**src/logic/rsr_defines.vh**
```
// rsr_defines.vh: offsets, field positions, reset values and timing counts
// assumes a 50 MHz core clock and byte-wide registers on a plain port
`ifndef RSR_DEFINES_VH
`define RSR_DEFINES_VH
`define RSR_ADDR_W            8
`define RSR_DATA_W            8
`define RSR_OFF_CONV_B_VOLT   8'h07
`define RSR_OFF_LIN_A_CTRL    8'h08
`define RSR_OFF_LIN_B_CTRL    8'h09
`define RSR_OFF_LIN_A_VOLT    8'h0a
`define RSR_OFF_LIN_B_VOLT    8'h0b
`define RSR_OFF_CONV_A_DELAY  8'h0c
`define RSR_OFF_CONV_B_DELAY  8'h0d
`define RSR_OFF_SCALE_SEL     8'h12
`define RSR_RST_CONV_B_VOLT   8'h93
`define RSR_RST_LIN_CTRL      3'h7
`define RSR_RST_LIN_VOLT      5'h0a
`define RSR_RST_CONV_A_DELAY  8'ha0
`define RSR_RST_CONV_B_DELAY  8'h32
`define RSR_RST_SCALE_SEL     2'h0
`define RSR_BIT_DISCHARGE     2
`define RSR_BIT_PIN_QUALIFY   1
`define RSR_BIT_SW_ENABLE     0
`define RSR_BIT_SEL_PWRUP     0
`define RSR_BIT_SEL_PWRDN     1
`define RSR_LIN_VOLT_MAX      5'h19
`define RSR_CONV_B_VOLT_MIN   8'h14
`define RSR_CLK_HZ            50000000
`define RSR_TICK_US           500
`define RSR_TICK_CYCLES       ((`RSR_CLK_HZ / 1000000) * `RSR_TICK_US)
`define RSR_ZERO8             8'h00
`endif

```
**src/logic/rsr_delay_timer.v**
```verilog
// rsr_delay_timer.v: counts a delay code in 0.5 ms ticks after a start pulse
// assumes tick is a one-cycle enable pulse on the same clock
`timescale 1ns/1ns
module rsr_delay_timer (
  core_clk,
  rst_n,
  tick,
  start,
  code,
  scale,
  done
);
  input        core_clk;
  input        rst_n;
  input        tick;
  input        start;
  input  [3:0] code;
  input        scale;
  output       done;
  reg    [4:0] left_q;
  reg          busy_q;
  reg          done_q;
  assign done = done_q;
  // one step is one tick, or two when scaled: code times 0.5 or 1 ms
  always @(posedge core_clk) begin
    if (!rst_n) begin
      left_q <= 5'h0_0;
      busy_q <= 1'b0;
      done_q <= 1'b0;
    end else begin
      done_q <= 1'b0;
      if (start) begin
        if (code == 4'h0) begin
          done_q <= 1'b1;
          busy_q <= 1'b0;
        end else begin
          left_q <= scale ? {code, 1'b0} : {1'b0, code};
          busy_q <= 1'b1;
        end
      end else if (busy_q && tick) begin
        if (left_q == 5'h0_1) begin
          busy_q <= 1'b0;
          done_q <= 1'b1;
        end
        left_q <= left_q - 5'h0_1;
      end
    end
  end
endmodule

```
**src/logic/rsr_regs.v**
```verilog
// rsr_regs.v: setpoint and enable registers with converter a sequencing
// assumes en_pin is asynchronous and the host uses one-cycle strobes
//
// What this block does
// - converter b codes 0x00-0x13 reserved; 0x14-0x17 give 0.70-0.73 V
// - converter b codes 0x18-0x9d step 5 mV from 0.735 V to 1.4 V
// - converter b codes 0x9e-0xff step 20 mV from 1.42 V to 3.36 V
// - converter b setpoint is 8-bit read/write, reset value 0x93
// - linear control bit 2 applies discharge while that regulator is off
// - linear control bit 1 also requires the enable pin when set
// - linear control bit 0 is the software enable
// - linear setpoint 5 bits, 0x00-0x19 valid, 0x1a-0x1f reserved
// - converter a power-down delay bits 7:4, from enable pin fall
// - converter a power-up delay bits 3:0, from enable pin rise
// - converter a delay resets to power-down 0xa, power-up 0x0
//
// Added by the designer: the strobed register port.
`timescale 1ns/1ns
`include "rsr_defines.vh"
module rsr_regs (
  core_clk,
  rst_n,
  reg_addr,
  reg_wdata,
  reg_wr,
  reg_rd,
  reg_rdata,
  en_pin,
  linear_a_on,
  linear_b_on,
  linear_a_discharge,
  linear_b_discharge,
  linear_a_setpoint,
  linear_b_setpoint,
  converter_b_setpoint,
  converter_a_on,
  reserved_code_err
);
  parameter TICK_CYCLES = `RSR_TICK_CYCLES;
  input                    core_clk;
  input                    rst_n;
  input  [`RSR_ADDR_W-1:0] reg_addr;
  input  [`RSR_DATA_W-1:0] reg_wdata;
  input                    reg_wr;
  input                    reg_rd;
  output [`RSR_DATA_W-1:0] reg_rdata;
  input                    en_pin;
  output                   linear_a_on;
  output                   linear_b_on;
  output                   linear_a_discharge;
  output                   linear_b_discharge;
  output [4:0]             linear_a_setpoint;
  output [4:0]             linear_b_setpoint;
  output [7:0]             converter_b_setpoint;
  output                   converter_a_on;
  output                   reserved_code_err;

  reg  [7:0]  conv_b_volt_q;
  reg  [2:0]  lin_a_ctrl_q;
  reg  [2:0]  lin_b_ctrl_q;
  reg  [4:0]  lin_a_volt_q;
  reg  [4:0]  lin_b_volt_q;
  reg  [7:0]  conv_a_delay_q;
  reg  [7:0]  conv_b_delay_q;
  reg  [1:0]  scale_sel_q;
  reg  [7:0]  rdata_q;
  reg         pin_s1_q;
  reg         pin_s2_q;
  reg         pin_d_q;
  reg  [15:0] tick_cnt_q;
  reg         tick_q;
  reg         conv_a_on_q;
  reg         lin_a_on_q;
  reg         lin_b_on_q;
  reg         lin_a_dis_q;
  reg         lin_b_dis_q;
  reg         err_q;
  reg  [7:0]  rdata_d;
  wire        pin_rise;
  wire        pin_fall;
  wire        up_done;
  wire        dn_done;
  wire        lin_a_on_d;
  wire        lin_b_on_d;

  assign reg_rdata            = rdata_q;
  assign linear_a_on          = lin_a_on_q;
  assign linear_b_on          = lin_b_on_q;
  assign linear_a_discharge   = lin_a_dis_q;
  assign linear_b_discharge   = lin_b_dis_q;
  assign linear_a_setpoint    = lin_a_volt_q;
  assign linear_b_setpoint    = lin_b_volt_q;
  assign converter_b_setpoint = conv_b_volt_q;
  assign converter_a_on       = conv_a_on_q;
  assign reserved_code_err    = err_q;

  // software enable gated by the pin only when qualification is selected
  function lin_enable;
    input [2:0] ctrl;
    input       pin;
    begin
      lin_enable = ctrl[`RSR_BIT_SW_ENABLE] &
                   (pin | ~ctrl[`RSR_BIT_PIN_QUALIFY]);
    end
  endfunction

  assign lin_a_on_d = lin_enable(lin_a_ctrl_q, pin_s2_q);
  assign lin_b_on_d = lin_enable(lin_b_ctrl_q, pin_s2_q);
  assign pin_rise   = pin_s2_q & ~pin_d_q;
  assign pin_fall   = ~pin_s2_q & pin_d_q;

  // enable pin is asynchronous: two flops before any use
  always @(posedge core_clk) begin
    if (!rst_n) begin
      pin_s1_q <= 1'b0;
      pin_s2_q <= 1'b0;
      pin_d_q  <= 1'b0;
    end else begin
      pin_s1_q <= en_pin;
      pin_s2_q <= pin_s1_q;
      pin_d_q  <= pin_s2_q;
    end
  end

  // 0.5 ms timebase shared by both delay timers
  always @(posedge core_clk) begin
    if (!rst_n) begin
      tick_cnt_q <= 16'h0000;
      tick_q     <= 1'b0;
    end else if (tick_cnt_q == TICK_CYCLES[15:0] - 16'h0001) begin
      tick_cnt_q <= 16'h0000;
      tick_q     <= 1'b1;
    end else begin
      tick_cnt_q <= tick_cnt_q + 16'h0001;
      tick_q     <= 1'b0;
    end
  end

  // register writes; reserved bits are simply not stored
  always @(posedge core_clk) begin
    if (!rst_n) begin
      conv_b_volt_q  <= `RSR_RST_CONV_B_VOLT;
      lin_a_ctrl_q   <= `RSR_RST_LIN_CTRL;
      lin_b_ctrl_q   <= `RSR_RST_LIN_CTRL;
      lin_a_volt_q   <= `RSR_RST_LIN_VOLT;
      lin_b_volt_q   <= `RSR_RST_LIN_VOLT;
      conv_a_delay_q <= `RSR_RST_CONV_A_DELAY;
      conv_b_delay_q <= `RSR_RST_CONV_B_DELAY;
      scale_sel_q    <= `RSR_RST_SCALE_SEL;
    end else if (reg_wr) begin
      case (reg_addr)
        `RSR_OFF_CONV_B_VOLT:  conv_b_volt_q  <= reg_wdata;
        `RSR_OFF_LIN_A_CTRL:   lin_a_ctrl_q   <= reg_wdata[2:0];
        `RSR_OFF_LIN_B_CTRL:   lin_b_ctrl_q   <= reg_wdata[2:0];
        `RSR_OFF_LIN_A_VOLT:   lin_a_volt_q   <= reg_wdata[4:0];
        `RSR_OFF_LIN_B_VOLT:   lin_b_volt_q   <= reg_wdata[4:0];
        `RSR_OFF_CONV_A_DELAY: conv_a_delay_q <= reg_wdata;
        `RSR_OFF_CONV_B_DELAY: conv_b_delay_q <= reg_wdata;
        `RSR_OFF_SCALE_SEL:    scale_sel_q    <= reg_wdata[1:0];
        default: begin
        end
      endcase
    end
  end

  // read mux; unmapped addresses and reserved bits read zero
  always @* begin
    rdata_d = `RSR_ZERO8;
    case (reg_addr)
      `RSR_OFF_CONV_B_VOLT:  rdata_d = conv_b_volt_q;
      `RSR_OFF_LIN_A_CTRL:   rdata_d = {5'h0_0, lin_a_ctrl_q};
      `RSR_OFF_LIN_B_CTRL:   rdata_d = {5'h0_0, lin_b_ctrl_q};
      `RSR_OFF_LIN_A_VOLT:   rdata_d = {3'h0, lin_a_volt_q};
      `RSR_OFF_LIN_B_VOLT:   rdata_d = {3'h0, lin_b_volt_q};
      `RSR_OFF_CONV_A_DELAY: rdata_d = conv_a_delay_q;
      `RSR_OFF_CONV_B_DELAY: rdata_d = conv_b_delay_q;
      `RSR_OFF_SCALE_SEL:    rdata_d = {6'h0_0, scale_sel_q};
      default:               rdata_d = `RSR_ZERO8;
    endcase
  end

  always @(posedge core_clk) begin
    if (!rst_n)
      rdata_q <= `RSR_ZERO8;
    else if (reg_rd)
      rdata_q <= rdata_d;
    else
      rdata_q <= `RSR_ZERO8;
  end

  rsr_delay_timer u_up (
    .core_clk (core_clk),
    .rst_n    (rst_n),
    .tick     (tick_q),
    .start    (pin_rise),
    .code     (conv_a_delay_q[3:0]),
    .scale    (scale_sel_q[`RSR_BIT_SEL_PWRUP]),
    .done     (up_done)
  );

  rsr_delay_timer u_dn (
    .core_clk (core_clk),
    .rst_n    (rst_n),
    .tick     (tick_q),
    .start    (pin_fall),
    .code     (conv_a_delay_q[7:4]),
    .scale    (scale_sel_q[`RSR_BIT_SEL_PWRDN]),
    .done     (dn_done)
  );

  // regulator outputs; a late done is ignored if the pin has turned back
  always @(posedge core_clk) begin
    if (!rst_n) begin
      conv_a_on_q <= 1'b0;
      lin_a_on_q  <= 1'b0;
      lin_b_on_q  <= 1'b0;
      lin_a_dis_q <= 1'b0;
      lin_b_dis_q <= 1'b0;
      err_q       <= 1'b0;
    end else begin
      if (up_done && pin_s2_q)
        conv_a_on_q <= 1'b1;
      else if (dn_done && !pin_s2_q)
        conv_a_on_q <= 1'b0;
      lin_a_on_q  <= lin_a_on_d;
      lin_b_on_q  <= lin_b_on_d;
      lin_a_dis_q <= ~lin_a_on_d & lin_a_ctrl_q[`RSR_BIT_DISCHARGE];
      lin_b_dis_q <= ~lin_b_on_d & lin_b_ctrl_q[`RSR_BIT_DISCHARGE];
      // flag only; reserved codes are stored as written
      err_q <= (conv_b_volt_q < `RSR_CONV_B_VOLT_MIN) |
               (lin_a_volt_q > `RSR_LIN_VOLT_MAX) |
               (lin_b_volt_q > `RSR_LIN_VOLT_MAX);
    end
  end
  // the code-to-voltage maps are analog; the setpoint passes through
  // unchanged to the converter
endmodule

```
**config.mk**
```make
export PLATFORM = sky130hd
export DESIGN_NAME = rsr_regs
export DESIGN_NICKNAME = d
export VERILOG_FILES = /design/src/logic/rsr_delay_timer.v /design/src/logic/rsr_regs.v
export VERILOG_INCLUDE_DIRS = /design/src /design/src/logic
export SDC_FILE = /design/constraint.sdc
export NUM_CORES = 1
export LEC_CHECK = 0
export BUFFER_PORTS_ARGS = -buffer_cell sky130_fd_sc_hd__clkbuf_2
export CORE_ASPECT_RATIO = 0.9
export CORE_UTILIZATION = 55
export CTS_CLUSTER_DIAMETER = 80
export CTS_CLUSTER_SIZE = 14
export DETAILED_ROUTE_END_ITERATION = 8
export PLACE_DENSITY_LB_ADDON = 0.05
export SKIP_LAST_GASP = 1
export SYNTH_ARGS = -nofsm -noshare
export SYNTH_HDL_FRONTEND = slang
export SYNTH_SLANG_ARGS = --single-unit
export TNS_END_PERCENT = 10
```
**constraint.sdc**
```tcl
create_clock -name core_clk -period 3.4 [get_ports core_clk]
set_clock_uncertainty 0.15 [all_clocks]
set_input_delay 0.51 -clock core_clk [delete_from_list [all_inputs] [get_ports core_clk]]
set_output_delay 0.51 -clock core_clk [all_outputs]
set_load 0.02 [all_outputs]
```
==> flow_summary_export.csv <==
group,metric,value,unit
routing,viasPerCell,5.938,
placed_design,gp_congestion,0.8473,
worst_setup_path,cp.arrival,2190,ps
floorplanning,fp.coreArea,0.007221,sq mm
power_and_ir_drop,leakagePower,1.991,nW
floorplanning,dieArea,0.007965,sq mm
placed_design,place_ws,989.7,ps
floorplanning,ioPinCount,53,
sta,layout_worst_path_cycle_share,60.57,%
sta,setup_viol,0,
floorplanning,die_y,84.77,microns
logic_synthesis,synth_flop_cell,"dfxtp_1",
floorplanning,die_x,93.97,microns
clock_tree,clk_latency,360,ps
placed_design,place_hpwl,7428,microns
sta,timing.hold.ws,211.8,ps
routing,wl,10230,microns
worst_setup_path,path_class,"in2reg",
global_route,grt_usage,27.59,%
sta,setup_ws,1341,ps
logic_synthesis,synthCells,461,
power_and_ir_drop,switchingPower,0.4540,mW
logic_synthesis,ys_ff_latch,90,
routing,vias,3569,
worst_setup_path,start_kind,"input port",
clock_tree,cts_made_buffers,9,
sta,final_hold_viol_count,0,
routing,dr.pass1.iters,5,
routing,drc,0,
clock_tree,root_buffer,"clkbuf_8",
clock_tree,cts_resized,0,
clock_tree,clock-sinks,90,
logic_synthesis,avgSynthCellArea,9.081,sq um
routing,ant_nets,0,
min_path,hold_class,"in2reg",
logic_synthesis,synthTopCellsByArea,"dfxtp_1, mux2i_1, nor2_1, nand2_1, mux2_2",
logic_synthesis,yosysTopAreaCell,"dfxtp_1",
logic_synthesis,synth_top_area_share,43.04,%
placed_design,post_dp_cell_area,0.004487,sq mm
sta,fmax,0.4856,GHz
floorplanning,start_util,57.98,%
worst_setup_path,cp_max_fo,17,
global_route,grt_start_max_net_pins,31,
logic_synthesis,synth.cells.most_frequent,"dfxtp_1, nor2_1, nand2_1, mux2i_1, a21oi_1",
logic_synthesis,synth_most_common_cell,"dfxtp_1",
power_and_ir_drop,p_int,1.626,mW
placed_design,io_buffers,52,
layout,stdcell_area,0.004737,sq mm
power_and_ir_drop,switching_share,21.83,%
logic_synthesis,synth-seq-area-share,43.04,%
layout,layout-drive-gt1-share,18.31,%
clock_tree,cts.htree.levels,3,
worst_setup_path,cp.required,3530,ps
layout,antennaDiodeCount,0,
logic_synthesis,ys_types,57,
logic_synthesis,synth_warnings,0,
routing,wl_per_cell,17.03,microns
clock_tree,clk_pin_slew,90,ps
flow_run,drv_cap,0,
floorplanning,fp-row-count,29,
logic_synthesis,async_flop_share,0,%
global_route,grt_pass1_vias,3321,
logic_synthesis,synth_edf_count,0,
power_and_ir_drop,clock_power_share,43.3,%
routing,drt-initial-drc-count,171,
sta,slew_violations,0,
logic_synthesis,syn-num-nets,487,
power_and_ir_drop,finalPower,2.080,mW
status,outcome,"completed",
power_and_ir_drop,ir_drop,0.2826,mV
layout,nNetsFinal,530,
global_route,grt_antenna_before_repair,0,
global_route,grt_pass1_wl,16880,microns
clock_tree,ctsLongestPathBuffers,2,
global_route,gr-total-overflow,0,
clock_tree,cts_tree,"built",
sta,worst_pin_slew,761.0,ps
sta,finalSetupTns,0,ps
sta,rsz0062_at_grt,"no",
layout,area_growth,13.15,%
clock_tree,holdBufCountCts,0,
clock_tree,cts_setup_buffers,0,
power_and_ir_drop,p_comb_share,5.3,%
power_and_ir_drop,p_per_area,439.1,mW/mm^2
power_and_ir_drop,pwr-share-seq,51.4,%
sta,slew_headroom,48.55,%
worst_setup_path,endpoint_kind,"flop",
sta,layout_min_cycle_time,2059,ps
logic_synthesis,synthesis.area,0.004187,sq mm
## flip-flops by register name, summed over array words and instances (netlist names), 2 cells and up
signal and count:
converter_b_setpoint 8, scale_sel_q 2, conv_b_delay_q 8, linear_b_setpoint 5, u_dn.left_q 5, tick_cnt_q 16
lin_a_ctrl_q 3, reg_rdata 8, lin_b_ctrl_q 3, linear_a_setpoint 5, u_up.left_q 5, conv_a_delay_q 8
## path summary, 6_finish.rpt
kind	start	endpoint	slack [ps]	depth (start not counted)
setup / recovery	reg_addr[0]	reg_rdata[0]$_SDFF_PN0_	1340	6
hold / removal	en_pin	pin_s1_q$_SDFF_PN0_	210	2
hold reg to reg	pin_s1_q$_SDFF_PN0_	pin_s2_q$_SDFF_PN0_	290	1
setup reg to reg	tick_cnt_q[2]$_SDFF_PP0_	tick_cnt_q[15]$_SDFF_PP0_	1460	4
## kinds of logic (layout without fill, tap and decap cells)
family          after synthesis  in the layout  synth area share (%)
compound gates               71             71                 11.33
xor+xnor                     12             12                 2.511
simple gates                191            191                 24.48
flops                        90             90                 43.04
fa+ha+maj                     5              5                 1.494
buf+inv                      37             84                 3.706
mux                          55             55                 13.45
## per-stage QoR
| stage | util [%] | instances |
|---|---|---|
| 6_report | 65.60 | 601 |
| 3_3_place_gp | 62.14 | 586 |
| 2_1_floorplan | - | 461 |
| 3_5_place_dp | 62.14 | 586 |
| 4_1_cts | 65.60 | 601 |
| 5_1_grt | 65.60 | 601 |
## layer usage
metal,GRT usage [%],vias to the layer above,wire length (microns)
li1,-,1730,-
met1,41.39,1707,5104
met2,40.01,122,4458
met3,4.891,10,567
met4,8.392,0,103
met5,0,-,0
## power by group through the flow
| stage | logic [mW] | clock network [mW] | registers (mW) |
|---|---|---|---|
| finish | 0.111 | 0.900 | 1.07 |
| CTS | 0.110 | 0.916 | 1.07 |
| detailed placement | 0.109 | 0 | 1.09 |
| global route | 0.120 | 0.948 | 1.07 |
| global placement | 0.107 | 0 | 1.09 |
| floorplan | 0.0672 | 0 | 1.10 |
## final cells by class
type / count / area (sq um)
clock buffers: 11 / 151.4
clock inverters: 4 / 98.84
fillers: 633 / 2484
inverters: 13 / 48.80
multi-input cells: 334 / 2230
flip-flops and latches: 90 / 1802
well taps: 93 / 116.4
repair buffers: 56 / 290.3
## placed cells by master (no fill, tap or decap), drive strengths merged, types with 2 or more instances in the layout
cell type  Yosys  routed
dfxtp         90      90
nor2          54      54
a31oi          5       5
o211a          2       2
mux2          10      10
a22oi          6       6
o211ai         3       3
mux2i         45      45
and3           8       8
o311ai         2       2
buf            6       4
a32o           2       2
a21oi         22      22
nor4b          5       5
xnor2          9       9
or3            2       2
nand2         46      46
xor2           3       3
nand4          7       7
nor3b          6       6
nand2b         4       4
clkbuf        18      63
inv           13      13
nand3         20      20
nor4           8       8
and2           5       5
ha             5       5
nor2b          4       4
bufinv         0       3
o21ai         13      13
nor3          14      14
a22o           6       6
## critical path, stage by stage
cell and delay [ps]:
clkbuf_2 330, nor4bb_1 430, buf_4 220, and2_1 210, o311ai_2 240, a31oi_1 250
No activity file was read; power rests on OpenSTA's default activity.
